===== config.mk =====
export PLATFORM = sky130hd
export DESIGN_NAME = lspt_core
export DESIGN_NICKNAME = d
export VERILOG_FILES = /design/src/verilog/lspt_pkg.sv /design/src/verilog/lspt_core.sv /design/src/verilog/lspt_dsp_sub.sv
export VERILOG_INCLUDE_DIRS = /design/src /design/src/verilog
export SDC_FILE = /design/constraint.sdc
export NUM_CORES = 1
export LEC_CHECK = 0
export ABC_AREA = 1
export BUFFER_PORTS_ARGS = -buffer_cell sky130_fd_sc_hd__buf_2
export CELL_PAD_IN_SITES_DETAIL_PLACEMENT = 0
export CELL_PAD_IN_SITES_GLOBAL_PLACEMENT = 1
export CORE_MARGIN = 3
export CORE_UTILIZATION = 41
export CTS_CLUSTER_DIAMETER = 200
export DETAILED_ROUTE_END_ITERATION = 12
export GPL_TIMING_DRIVEN = 0
export PLACE_DENSITY_LB_ADDON = 0.1
export SLEW_MARGIN = 30
export SYNTH_ARGS = -nofsm -noshare
export SYNTH_HDL_FRONTEND = slang
export SYNTH_HIERARCHICAL = 1
export SYNTH_SLANG_ARGS = --single-unit
export TNS_END_PERCENT = 1

===== constraint.sdc =====
create_clock -name clk -period 12.2 [get_ports clk]
set_input_delay 2.44 -clock clk [delete_from_list [all_inputs] [get_ports clk]]
set_output_delay 2.44 -clock clk [all_outputs]
set_load 0.01 [all_outputs]

===== src/verilog/lspt_map.svh =====
// Purpose: offsets, fields, reset values and cycle counts of the lsu timing block
// Assumes: included by the timing core
// Notes: offsets are byte addresses of 32-bit apb words
`ifndef LSPT_MAP_SVH
`define LSPT_MAP_SVH

// ----------------------------------------
// register offsets
// ----------------------------------------
`define LSPT_OFF_CTRL      12'h000
`define LSPT_OFF_CFG       12'h004
`define LSPT_OFF_STATUS    12'h008
`define LSPT_OFF_FLAGS     12'h00c
`define LSPT_OFF_COST      12'h010

// ----------------------------------------
// field positions
// ----------------------------------------
`define LSPT_CTRL_WB_EN    0
`define LSPT_CFG_TRAP      0
`define LSPT_CFG_ALIGN     1
`define LSPT_STAT_BUSY     0
`define LSPT_STAT_SLOT     1
`define LSPT_STAT_HARD     2
`define LSPT_STAT_RESUME   3
`define LSPT_STAT_ELEMS    8
`define LSPT_FLAGS_SAT     4

// ----------------------------------------
// reset values
// ----------------------------------------
`define LSPT_RST_WB_EN     1'b1
`define LSPT_RST_TRAP      1'b0
`define LSPT_RST_ALIGN     1'b0

// ----------------------------------------
// cycle counts
// ----------------------------------------
`define LSPT_CYC_ONE       8'h01
`define LSPT_CYC_LOAD      8'h02
`define LSPT_CYC_ADD       8'h01
`define LSPT_CYC_REFILL    8'h03
`define LSPT_CYC_PAIR      8'h03
`define LSPT_CYC_FIRST     8'h02
`define LSPT_CYC_FINAL     8'h01
`define LSPT_CYC_RES_LD    8'h01
`define LSPT_CYC_RES_ST    8'h02

`endif


===== src/verilog/lspt_pkg.sv =====
// Purpose: types of the lsu timing block
// Assumes: constants live in lspt_map.svh
// Notes: nothing is imported, names are scoped
package lspt_pkg;

	typedef enum logic [3:0] {
		OP_DP          = 4'h0,
		OP_DSP         = 4'h1,
		OP_LOAD        = 4'h2,
		OP_STORE       = 4'h3,
		OP_LOAD_PC     = 4'h4,
		OP_TBRANCH     = 4'h5,
		OP_LOAD_PAIR   = 4'h6,
		OP_STORE_PAIR  = 4'h7,
		OP_LOAD_MULTI  = 4'h8,
		OP_STORE_MULTI = 4'h9
	} lspt_op_e;

	typedef enum logic [1:0] {SZ_BYTE = 2'h0, SZ_HALF = 2'h1, SZ_WORD = 2'h2} lspt_size_e;
	typedef enum logic [1:0] {DK_SUB = 2'h0, DK_ASX = 2'h1, DK_SAX = 2'h2} lspt_dkind_e;
	typedef enum logic [1:0] {DM_FLAG = 2'h0, DM_SAT = 2'h1, DM_HALF = 2'h2} lspt_dmode_e;
	typedef enum logic {ST_IDLE = 1'b0, ST_BUSY = 1'b1} lspt_state_e;

	typedef struct packed {
		lspt_dkind_e kind;
		lspt_dmode_e mode;
		logic        lanes8;
		logic        sgn;
	} lspt_dctl_s;

	typedef struct packed {
		lspt_op_e    op;
		logic        excl;
		logic        reg_off;
		logic        pc_rel;
		logic        buffered;
		lspt_size_e  size;
		logic [4:0]  count;
		logic [3:0]  dest;
		logic [3:0]  base;
		logic [3:0]  index;
		logic [31:0] addr;
		logic [31:0] data;
		logic [31:0] opb;
		lspt_dctl_s  dctl;
	} lspt_issue_s;

	typedef struct packed {
		logic [31:0] addr;
		logic [31:0] data;
		lspt_size_e  size;
	} lspt_store_s;

endpackage

===== src/verilog/lspt_core.sv =====
// Purpose: issue timing of loads, stores, blocking branches and dsp subtracts
// Assumes: one clock, synchronous inputs, memory drains the store slot by st_ready
// Notes: apb answers one cycle after setup while clk_en is high
`timescale 1ns/1ns
`include "lspt_map.svh"
module lspt_core (
	input  wire logic                  clk,
	input  wire logic                  reset,
	input  wire logic                  clk_en,
	input  wire logic                  psel,
	input  wire logic                  penable,
	input  wire logic                  pwrite,
	input  wire logic [11:0]           paddr,
	input  wire logic [31:0]           pwdata,
	output logic [31:0]                prdata,
	output logic                       pready,
	output logic                       pslverr,
	input  wire logic                  issue_valid,
	input  wire lspt_pkg::lspt_issue_s issue,
	output logic                       issue_ready,
	input  wire logic                  fetch_busy,
	input  wire logic                  mem_stall,
	input  wire logic                  irq_req,
	output logic                       st_valid,
	output lspt_pkg::lspt_store_s      st_req,
	input  wire logic                  st_ready,
	output logic [31:0]                dsp_result,
	output logic [3:0]                 lane_result_flags,
	output logic                       unaligned_fault,
	output logic                       pipe_busy
);
	logic                  fire;
	logic                  dsp_fire;
	logic                  is_mem;
	logic                  is_single;
	logic                  is_multi;
	logic                  uses_prev;
	logic                  dep_dp;
	logic                  pipe_ok;
	logic                  trap_hit;
	logic                  st_done;
	logic                  apb_wr;
	logic                  apb_hit;
	logic [7:0]            unal_pen;
	logic [7:0]            cost;
	logic [4:0]            elems;
	logic [31:0]           rd_data;
	logic [31:0]           dres;
	logic [3:0]            dge;
	logic                  dsat;
	lspt_pkg::lspt_state_e state_reg;
	logic [7:0]            cnt_reg;
	logic [7:0]            cost_reg;
	logic                  multi_reg;
	logic                  resume_reg;
	logic [4:0]            resume_elems_reg;
	logic                  prev_dp_reg;
	logic                  prev_ld_reg;
	logic [3:0]            prev_dest_reg;
	logic                  slot_full_reg;
	logic                  slot_hard_reg;
	lspt_pkg::lspt_store_s st_req_reg;
	logic [31:0]           dsp_res_reg;
	logic [3:0]            ge_reg;
	logic                  sat_reg;
	logic                  wb_en_reg;
	logic                  trap_reg;
	logic                  align_reg;
	logic                  fault_reg;
	logic                  ld_reg;
	logic [31:0]           prdata_reg;

	// ----------------------------------------
	// issue decode
	// ----------------------------------------
	assign is_mem    = issue.op >= lspt_pkg::OP_LOAD;
	assign is_multi  = issue.op >= lspt_pkg::OP_LOAD_MULTI;
	assign is_single = (issue.op == lspt_pkg::OP_LOAD) || (issue.op == lspt_pkg::OP_STORE);
	assign uses_prev = (issue.base == prev_dest_reg) ||
		(issue.reg_off && issue.index == prev_dest_reg);
	assign dep_dp    = is_mem && prev_dp_reg && uses_prev;
	assign pipe_ok   = is_single && prev_ld_reg && !uses_prev;
	assign trap_hit  = is_single && trap_reg && (unal_pen != 8'h00);
	assign st_done   = slot_full_reg && st_ready;
	assign dsp_fire  = fire && issue.op == lspt_pkg::OP_DSP;

	assign issue_ready = clk_en && (state_reg == lspt_pkg::ST_IDLE) && !slot_hard_reg &&
		!(is_mem && slot_full_reg && !st_ready);
	assign fire = issue_valid && issue_ready;

	always_comb begin
		unal_pen = 8'h00;
		if (issue.size == lspt_pkg::SZ_HALF && issue.addr[0]) begin
			unal_pen = `LSPT_CYC_ONE;
		end else if (issue.size == lspt_pkg::SZ_WORD && issue.addr[0]) begin
			unal_pen = `LSPT_CYC_ONE + `LSPT_CYC_ONE;
		end else if (issue.size == lspt_pkg::SZ_WORD && issue.addr[1]) begin
			unal_pen = `LSPT_CYC_ONE;
		end
	end

	// ----------------------------------------
	// cycle cost of the issued instruction
	// ----------------------------------------
	always_comb begin
		elems = resume_reg ? resume_elems_reg : issue.count;
		cost = `LSPT_CYC_ONE;
		unique case (issue.op)
			lspt_pkg::OP_LOAD: cost = `LSPT_CYC_LOAD;
			lspt_pkg::OP_STORE: cost = (issue.reg_off || issue.excl) ? `LSPT_CYC_LOAD
				: `LSPT_CYC_ONE;
			lspt_pkg::OP_LOAD_PC: cost = `LSPT_CYC_LOAD + `LSPT_CYC_REFILL;
			lspt_pkg::OP_TBRANCH: cost = `LSPT_CYC_LOAD + `LSPT_CYC_ADD + `LSPT_CYC_REFILL;
			lspt_pkg::OP_LOAD_PAIR, lspt_pkg::OP_STORE_PAIR: cost = `LSPT_CYC_PAIR;
			lspt_pkg::OP_LOAD_MULTI, lspt_pkg::OP_STORE_MULTI: begin
				cost = `LSPT_CYC_FIRST + {3'h0, elems} - `LSPT_CYC_ONE + `LSPT_CYC_FINAL;
				if (resume_reg) begin
					cost = cost + ((issue.op == lspt_pkg::OP_STORE_MULTI) ?
						`LSPT_CYC_RES_ST : `LSPT_CYC_RES_LD);
				end
			end
			default: cost = `LSPT_CYC_ONE;
		endcase
		if (is_single) begin
			cost = cost + unal_pen;
		end
		if (issue.op == lspt_pkg::OP_LOAD && issue.pc_rel && fetch_busy) begin
			cost = cost + `LSPT_CYC_ONE;
		end
		if (dep_dp) begin
			cost = cost + `LSPT_CYC_ONE;
		end
		if (pipe_ok && cost > `LSPT_CYC_ONE) begin
			cost = cost - `LSPT_CYC_ONE;
		end
		// trapped access never reaches the bus
		if (trap_hit) begin
			cost = `LSPT_CYC_ONE;
		end
	end

	// ----------------------------------------
	// busy counter and multiple resume
	// ----------------------------------------
	always_ff @(posedge clk) begin
		if (reset) begin
			state_reg        <= lspt_pkg::ST_IDLE;
			cnt_reg          <= 8'h00;
			multi_reg        <= 1'b0;
			resume_reg       <= 1'b0;
			resume_elems_reg <= 5'h00;
			cost_reg         <= 8'h00;
		end else if (clk_en) begin
			if (fire) begin
				multi_reg <= is_multi;
				cost_reg  <= cost;
				if (is_multi) begin
					resume_reg <= 1'b0;
				end
				if (cost > `LSPT_CYC_ONE) begin
					state_reg <= lspt_pkg::ST_BUSY;
					cnt_reg   <= cost - `LSPT_CYC_ONE;
				end
			end else if (state_reg == lspt_pkg::ST_BUSY) begin
				if (irq_req && multi_reg && cnt_reg > `LSPT_CYC_ONE) begin
					state_reg        <= lspt_pkg::ST_IDLE;
					cnt_reg          <= 8'h00;
					resume_reg       <= 1'b1;
					resume_elems_reg <= 5'(cnt_reg - `LSPT_CYC_ONE);
				end else if (!mem_stall) begin
					// stalls stretch blocking ops, the count only runs when memory answers
					cnt_reg <= cnt_reg - `LSPT_CYC_ONE;
					if (cnt_reg == `LSPT_CYC_ONE) begin
						state_reg <= lspt_pkg::ST_IDLE;
					end
				end
			end
		end
	end

	// ----------------------------------------
	// pipelining history
	// ----------------------------------------
	always_ff @(posedge clk) begin
		if (reset) begin
			prev_dp_reg   <= 1'b0;
			prev_ld_reg   <= 1'b0;
			prev_dest_reg <= 4'h0;
		end else if (clk_en && fire) begin
			prev_dp_reg   <= issue.op <= lspt_pkg::OP_DSP;
			// pairs and multiples break the chain
			prev_ld_reg   <= (issue.op == lspt_pkg::OP_LOAD) ||
				(issue.op == lspt_pkg::OP_STORE && issue.excl);
			prev_dest_reg <= issue.dest;
		end
	end

	// ----------------------------------------
	// one-entry store slot
	// ----------------------------------------
	// memory access waits while the slot is full and st_ready is low; buffered store with write buffer off holds issue till drained
	always_ff @(posedge clk) begin
		if (reset) begin
			slot_full_reg <= 1'b0;
			slot_hard_reg <= 1'b0;
			st_req_reg    <= '0;
		end else if (clk_en) begin
			if (fire && issue.op == lspt_pkg::OP_STORE && !trap_hit) begin
				slot_full_reg   <= 1'b1;
				slot_hard_reg   <= issue.buffered && !wb_en_reg;
				st_req_reg.addr <= issue.addr;
				st_req_reg.data <= issue.data;
				st_req_reg.size <= issue.size;
			end else if (st_done) begin
				slot_full_reg <= 1'b0;
				slot_hard_reg <= 1'b0;
			end
		end
	end

	// ----------------------------------------
	// dsp unit and flags
	// ----------------------------------------
	lspt_dsp_sub u_dsp (
		.ctl (issue.dctl),
		.opa (issue.data),
		.opb (issue.opb),
		.res (dres),
		.ge  (dge),
		.sat (dsat)
	);

	always_ff @(posedge clk) begin
		if (reset) begin
			dsp_res_reg <= 32'h0000_0000;
			ge_reg      <= 4'h0;
			fault_reg   <= 1'b0;
		end else if (clk_en) begin
			fault_reg <= fire && trap_hit;
			if (dsp_fire) begin
				dsp_res_reg <= dres;
				if (issue.dctl.mode == lspt_pkg::DM_FLAG) begin
					ge_reg <= dge;
				end
			end
		end
	end

	// sticky flag, a set in the clearing cycle wins
	always_ff @(posedge clk) begin
		if (reset) begin
			sat_reg <= 1'b0;
		end else if (clk_en) begin
			if (dsp_fire && dsat) begin
				sat_reg <= 1'b1;
			end else if (apb_wr && paddr == `LSPT_OFF_FLAGS && pwdata[`LSPT_FLAGS_SAT]) begin
				sat_reg <= 1'b0;
			end
		end
	end

	// ----------------------------------------
	// apb slave
	// ----------------------------------------
	assign pready  = psel && penable && ld_reg && clk_en;
	assign apb_wr  = pready && pwrite;
	assign pslverr = pready && !apb_hit;

	always_comb begin
		rd_data = 32'h0000_0000;
		apb_hit = 1'b1;
		case (paddr)
			`LSPT_OFF_CTRL: rd_data[`LSPT_CTRL_WB_EN] = wb_en_reg;
			`LSPT_OFF_CFG: begin
				rd_data[`LSPT_CFG_TRAP]  = trap_reg;
				rd_data[`LSPT_CFG_ALIGN] = align_reg;
			end
			`LSPT_OFF_STATUS: begin
				rd_data[`LSPT_STAT_BUSY]       = state_reg == lspt_pkg::ST_BUSY;
				rd_data[`LSPT_STAT_SLOT]       = slot_full_reg;
				rd_data[`LSPT_STAT_HARD]       = slot_hard_reg;
				rd_data[`LSPT_STAT_RESUME]     = resume_reg;
				rd_data[`LSPT_STAT_ELEMS +: 5] = resume_elems_reg;
			end
			`LSPT_OFF_FLAGS: begin
				rd_data[3:0]              = ge_reg;
				rd_data[`LSPT_FLAGS_SAT]  = sat_reg;
			end
			`LSPT_OFF_COST: rd_data[7:0] = cost_reg;
			default: apb_hit = 1'b0;
		endcase
	end

	// read data is a snapshot taken in the setup cycle
	always_ff @(posedge clk) begin
		if (reset) begin
			ld_reg     <= 1'b0;
			prdata_reg <= 32'h0000_0000;
		end else if (clk_en) begin
			if (pready) begin
				ld_reg <= 1'b0;
			end else if (psel && !ld_reg) begin
				ld_reg     <= 1'b1;
				prdata_reg <= rd_data;
			end
		end
	end

	always_ff @(posedge clk) begin
		if (reset) begin
			wb_en_reg <= `LSPT_RST_WB_EN;
			trap_reg  <= `LSPT_RST_TRAP;
			align_reg <= `LSPT_RST_ALIGN;
		end else if (apb_wr && paddr == `LSPT_OFF_CTRL) begin
			wb_en_reg <= pwdata[`LSPT_CTRL_WB_EN];
		end else if (apb_wr && paddr == `LSPT_OFF_CFG) begin
			trap_reg  <= pwdata[`LSPT_CFG_TRAP];
			align_reg <= pwdata[`LSPT_CFG_ALIGN];
		end
	end

	assign prdata            = prdata_reg;
	assign st_valid          = slot_full_reg;
	assign st_req            = st_req_reg;
	assign dsp_result        = dsp_res_reg;
	assign lane_result_flags = ge_reg;
	assign unaligned_fault   = fault_reg;
	assign pipe_busy         = state_reg == lspt_pkg::ST_BUSY;
endmodule


===== src/verilog/lspt_dsp_sub.sv =====
// Purpose: parallel subtract on 16-bit or 8-bit lanes, exchange add-subtract on 16-bit lanes only
// Assumes: purely combinational, result is registered by the caller
// Notes: sat reports only signed saturation, unsigned forms leave the sticky flag alone
`timescale 1ns/1ns
module lspt_dsp_sub (
	input  wire lspt_pkg::lspt_dctl_s ctl,
	input  wire logic [31:0]          opa,
	input  wire logic [31:0]          opb,
	output logic [31:0]               res,
	output logic [3:0]                ge,
	output logic                      sat
);
	logic [31:0] h_res;
	logic [31:0] b_res;
	logic [3:0]  h_ge;
	logic [3:0]  b_ge;
	logic [1:0]  h_sat;
	logic [3:0]  b_sat;

	// ----------------------------------------
	// halfword lanes
	// ----------------------------------------
	for (genvar i = 0; i < 2; i++) begin : g_half
		logic [15:0] x;
		logic [15:0] y;
		logic        add;
		logic [17:0] r;
		logic        ovh;
		logic        ovl;
		assign x = opa[16*i +: 16];
		// exchange forms pair each lane with the opposite half of b
		assign y = (ctl.kind == lspt_pkg::DK_SUB) ? opb[16*i +: 16] : opb[16*(1-i) +: 16];
		assign add = (ctl.kind == lspt_pkg::DK_ASX && i == 1) ||
			(ctl.kind == lspt_pkg::DK_SAX && i == 0);
		assign r = add ? {{2{ctl.sgn & x[15]}}, x} + {{2{ctl.sgn & y[15]}}, y}
			: {{2{ctl.sgn & x[15]}}, x} - {{2{ctl.sgn & y[15]}}, y};
		assign ovh = ctl.sgn ? (!r[17] && (r[16] || r[15])) : (!r[17] && r[16]);
		assign ovl = ctl.sgn ? (r[17] && !(r[16] && r[15])) : r[17];
		assign h_ge[2*i +: 2] = {2{(add && !ctl.sgn) ? r[16] : !r[17]}};
		assign h_sat[i] = ctl.sgn && (ctl.mode == lspt_pkg::DM_SAT) && (ovh || ovl);
		assign h_res[16*i +: 16] = (ctl.mode == lspt_pkg::DM_HALF) ? r[16:1] :
			(ctl.mode != lspt_pkg::DM_SAT) ? r[15:0] :
			ovh ? (ctl.sgn ? 16'h7fff : 16'hffff) :
			ovl ? (ctl.sgn ? 16'h8000 : 16'h0000) : r[15:0];
	end

	// ----------------------------------------
	// byte lanes, subtract only
	// ----------------------------------------
	for (genvar j = 0; j < 4; j++) begin : g_byte
		logic [7:0] x;
		logic [7:0] y;
		logic [9:0] r;
		logic       ovh;
		logic       ovl;
		assign x = opa[8*j +: 8];
		assign y = opb[8*j +: 8];
		assign r = {{2{ctl.sgn & x[7]}}, x} - {{2{ctl.sgn & y[7]}}, y};
		assign ovh = ctl.sgn && !r[9] && r[7];
		assign ovl = ctl.sgn ? (r[9] && !(r[8] && r[7])) : r[9];
		assign b_ge[j] = !r[9];
		assign b_sat[j] = ctl.sgn && (ctl.mode == lspt_pkg::DM_SAT) && (ovh || ovl);
		assign b_res[8*j +: 8] = (ctl.mode == lspt_pkg::DM_HALF) ? r[8:1] :
			(ctl.mode != lspt_pkg::DM_SAT) ? r[7:0] :
			ovh ? 8'h7f : ovl ? (ctl.sgn ? 8'h80 : 8'h00) : r[7:0];
	end

	assign res = ctl.lanes8 ? b_res : h_res;
	assign ge  = ctl.lanes8 ? b_ge : h_ge;
	assign sat = ctl.lanes8 ? (|b_sat) : (|h_sat);

endmodule


Word-level counts from Yosys, hierarchy flattened
Index checks and enable logic that the tools add are counted.

Register bits after elaboration: 153. Input bits: 184. Output and inout port bits: 140. Logic and storage cells: 306.

Add/sub/neg operators: 18. Order comparisons: 6. Eq/ne operators: 26. Multiplexer cells: 86. Bitwise operators: 14. Reduce and logical (&&, ||, !) cells: 133.

Operators with widths (number): two-way mux 8 bit (30); two-way mux 16 bit (12); logical AND 1 bit (73); one-hot mux 8 bit (6 select lines) (1); subtractor 9 x 9 -> 10 bit (4); adder 17 x 17 -> 18 bit (2); two-way mux 18 bit (2); subtractor 17 x 17 -> 18 bit (2); two-way mux 32 bit (1); two-way mux 1 bit (30); == test 12 x 4 -> 1 bit (second input constant) (2); > comparator 8 x 1 -> 1 bit (second input constant) (3); subtractor 8 x 1 -> 8 bit (second input constant) (3); logical NOT 1 bit (21); adder 8 x 1 -> 8 bit (second input constant) (2); == test 4 x 3 -> 1 bit (second input constant) (4); AND reduction 2 bit (8); == test 12 x 3 -> 1 bit (second input constant) (1); == test 12 x 5 -> 1 bit (second input constant) (1); logical NOT 12 bit (1); logical OR 1 bit (12); AND reduction 4 bit (3); AND 1 bit (10); two-way mux 5 bit (2); 32 further kinds (53).

Depth between registers and ports, before layout
Depth in word-level cells: 20. Mapped depth: 42. Gate-level depth less buffers: 41.

Hierarchy
Netlist, hierarchy kept.

By module, submodules not included: lspt_core (times used 1, cells each 1072, area an instance 7440.9 sq um, seq. area each 3062.9 sq um); lspt_dsp_sub (times used 1, cells each 1207, area an instance 6508.7 sq um, seq. area each 0.0 sq um).

Worst setup path after synthesis
No wires, ideal clock.

Path kind: input port to flip-flop. Start: in issue[126] (netlist bit). End: reg cnt_reg[7]. Library setup time: 0.112 ns. Arrival time: 7.436 ns. Data required time: 12.088 ns. Path slack: 4.653 ns. Stages on the path: 37. Path buffers: 1. Cell sequence: inv_1 nand2_1 nor2_1 inv_1 ha_1 inv_1 fa_1 nand2_1 nand3_1 nand3_1 inv_1 fa_1 or2_0 nand3_1 ha_1 inv_1 o21ai_1 ha_1 o21ai_0 ha_1 o211ai_1 nor2_2 nand2_4 nand2_4 nor2_1 nor2_2 ha_1 nor2_1 nor2_1 nand2_1 nor2_2 nand3_4 nand2_2 buf_6 nand2_1 nand2_1 nor2_1.

Cells in the longest elaborated chain, start to end: 18. Elaborated cells between the ends (all ways): 48. Classes of those cells: add/sub: 6; order compare: 3; eq/ne: 10; mux: 10; reduce/logical: 19.

Ends and longest elaborated chain: start: declaration (line lspt_core.sv:19) `input wire lspt_pkg::lspt_issue_s issue,`; == test 4 bit (line lspt_core.sv:108, lspt_core.sv:118); two-way mux 2 bit (no source line); adder 8 x 2 -> 8 bit (line lspt_core.sv:118) `cost = cost + ((issue.op == lspt_pkg::OP_STORE_MULTI) ?`; two-way mux 8 bit (line lspt_core.sv:117) `if (resume_reg) begin`; one-hot mux 8 bit (6 select lines) (line lspt_core.sv:108) `unique case (issue.op)`; adder 8 bit (line lspt_core.sv:125) `cost = cost + unal_pen;`; two-way mux 8 bit (line lspt_core.sv:124) `if (is_single) begin`; adder 8 x 1 -> 8 bit (no source line); [... 2 more ...]; two-way mux 8 bit (line lspt_core.sv:130) `if (dep_dp) begin`; > comparator 8 x 1 -> 1 bit (no source line); logical AND 1 bit (no source line); two-way mux 8 bit (line lspt_core.sv:133) `` if (pipe_ok && cost > `LSPT_CYC_ONE) begin ``; two-way mux 8 bit (line lspt_core.sv:137) `if (trap_hit) begin`; > comparator 8 x 1 -> 1 bit (no source line) or subtractor 8 x 1 -> 8 bit (tied branches); != test 2 x 1 -> 1 bit (no source line) or two-way mux 8 bit (tied branches); AND reduction 4 bit (no source line) or two-way mux 8 bit (tied branches); end signal: assignment (line lspt_core.sv:162) `` cnt_reg <= cost - `LSPT_CYC_ONE; ``; end signal: assignment (line lspt_core.sv:172) `` cnt_reg <= cnt_reg - `LSPT_CYC_ONE; ``; end: declaration (line lspt_core.sv:52) `logic [7:0] cnt_reg;`.

Several ways; a longest one is shown, not always the timed one. The select of a mux whose other input is x is not followed. A chain may end at the register's enable or synchronous reset.

Worst setup path in the final report
Start: in issue[126] (netlist bit). End: reg cnt_reg[3].

The elaborated chain is that of the path after synthesis.

==> reports/qor.yml <==
timing:
  fmax_ghz: 0.126
  rsz0062_at_grt: "no"
  setup_viol: 0
  tns_ns: 0
  finalCritPeriodShare: 0.653
  finalMaxSlewViolations: 0
  hold_violations: 0
  holdWs_ns: 0.460
  period_needed_ns: 7.97
  slew_headroom: 0.417
  tightest_slew_ns: 0.863
  skew_ns: 0.0124
cts:
  cts_tree: "done"
  numCtsBuffers: 17
  ctsResizeCount: 0
  clk_pin_slew_ns: 0.07
  worstSkewPairLatency_ns: 0.45
  cts_sinks: 153
  postCtsHoldBufs: 0
  clockBufferDepth: 2
  cts_setup_buffers: 0
  h-tree-depth: 4
  clockRootBuffer: "clkbuf_16"
detailed_routing:
  ant_nets: 0
  drc: 0
  vias: 15700
  drt_iter0_markers: 1132
  viasPerCell: 5.17
  wl_um: 51600
  first_pass_iters: 5
  avgRoutedWirePerCell_um: 17.0
logic_synthesis:
  yosysSeqAreaShare: 0.220
  avgSynthCellArea_um2: 6.12
  synth_top_area_frac: 0.220
  synth_top_area_cell: "dfxtp_1"
  syn_inst: 2279
  synth_ff_type: "dfxtp_1"
  ys_async_sr_fraction: 0
  ys_warn_count: 6
  syn_area_um2: 13900
  yosysUniqueCellTypes: 60
  synth_edf_count: 0
  yosys-top-cells-area: "dfxtp_1 (22%), nand2_1 (16%), inv_1 (7.5%)"
  yosys_register_bits: 153
status:
  outcome: "finished, final reports clean"
worst_setup_path:
  cpMaxStageDelayCell: "fa_1"
  r2r_cells: 37
  max_stage_delay_ns: 0.52
  endpoint_kind: "register"
  cp-start-kind: "input port"
  arrival_ns: 8.31
  crit_fanout: 10
  cp_data_required_time_ns: 12.54
  crit_type: "in -> reg"
final_layout:
  synthToLayoutAreaGrowth_pct: 18.5
  drive_gt1_frac: 0.172
  n_fill_cell: 3620
  num-nets-final: 2866
  largest_reg_flops: 66
  num_antenna_cells: 0
power:
  p_leak_nw: 8.65
  power_density_nw_per_um2: 105
  ir_drop_mv: 0.0945
  total_power_mw: 1.74
floorplan:
  core-area_um2: 33000
  die_w_um: 190
  rows: 66
  die-area_um2: 36300
  initial_core_util: 0.422
  die_y_um: 190
  ios: 324
worst_hold_path:
  worst_hold_path_type: "reg -> reg"
  holdPathStages: 2
run:
  drv_cap: 0
placed_design:
  gp_congestion: 0.959
  portBuffers: 273
  hpwl_um: 43000
grt:
  grt_max_degree: 17
  grt_pass1_wl_um: 79000
  grt_overflow: 0
  grtUsageTotal: 0.278
  grt_pass1_vias: 14600
  antenna_found_initial: 0
## layout by cell type (no fill, tap or decap), types with 4 or more instances in the layout
cell type	instances
clkbuf_1	57
buf_4	20
xor2_1	62
clkbuf_16	17
a31oi_1	6
inv_2	9
nand2_2	38
nand3b_1	7
nand3_2	11
o31ai_1	4
buf_2	276
o21ai_1	9
nand4_1	22
inv_6	4
nand3_1	118
xnor2_1	35
ha_1	83
dfxtp_1	153
o211ai_1	14
conb_1	19
buf_6	8
fa_1	8
inv_1	280
o22ai_1	4
nor3_1	16
o311ai_0	4
or2_2	4
nand2_1	582
nor2_2	10
a21oi_1	183
o21ai_0	198
nor2_1	265
o21ai_2	17
## worst max-delay path, delay by kind of cell
family	cells	cell delay, ns
adders and majority gates	7	2.24
and+or+nand+nor	21	2.19
AOI/OAI and AO/OA	3	0.81
buffers and inverters	7	0.66
## area by class of cell
class | count | area (um2) | share of cell area
multi-input combinational | 1761 | 9350 | 0.565
sequential | 153 | 3060 | 0.185
timing repair buffer | 275 | 1380 | 0.0832
inverter | 291 | 1090 | 0.0662
tap | 442 | 553 | 0.0334
buffer | 92 | 526 | 0.0318
clock buffer | 18 | 439 | 0.0266
clock inverter | 14 | 135 | 0.00817
## worst paths after layout
| path | slack (ns) | to | start |
|---|---|---|---|
| worst max-delay path | 4.23 | cnt_reg[3] | issue[126] |
| worst min-delay path | 0.46 | dsp_result[24] | dsp_result[24] |
| worst max register to register | 5.81 | cnt_reg[3] | resume_reg |
| worst min register to register | 0.46 | dsp_result[24] | dsp_result[24] |
## stage by stage
stage | utilization | area [um2] | cells | worst slack [ns]
after CTS | 0.500 | 16500 | 3046 | 4.23
final | 0.501 | 16500 | 3046 | 4.23
after global placement | 0.482 | 15900 | 3012 | 3.85
after global routing | 0.501 | 16500 | 3046 | 3.60
after detailed placement | 0.483 | 16000 | 3014 | 3.77
after floorplan | - | 14000 | 2297 | 4.65
## synthesized netlist by cell type, drive strengths merged, types with 14 or more instances
cell type / instances
buf: 35
xnor2: 35
dfxtp: 153
inv: 290
a21oi: 186
nand3: 132
nor3: 16
o211ai: 14
ha: 83
clkbuf: 57
o21ai: 225
xor2: 63
nor2: 279
nand4: 22
nand2: 623
## report_power, final
part           total (mW)  internal [mW]  switching [mW]
clock               0.535          0.291           0.244
combinational       0.691          0.238           0.452
sequential          0.517          0.510         0.00692
## layer usage
layer / routed length [um] / GRT usage
met5: 0 / 0
met4: 1490 / 0.0895
met3: 3710 / 0.0450
met2: 22400 / 0.433
met1: 24000 / 0.392
## cell families after synthesis
logic type	count (synthesis)	share of synthesized area
AOI/OAI and AO/OA	458	0.179
xor gates and xnor gates	98	0.0621
adders and majority gates	91	0.0859
buffers and inverters	383	0.116
DFF	153	0.220
other	1	0.000269
and+or+nand+nor	1095	0.337
Power figures use the tool's default switching activity.
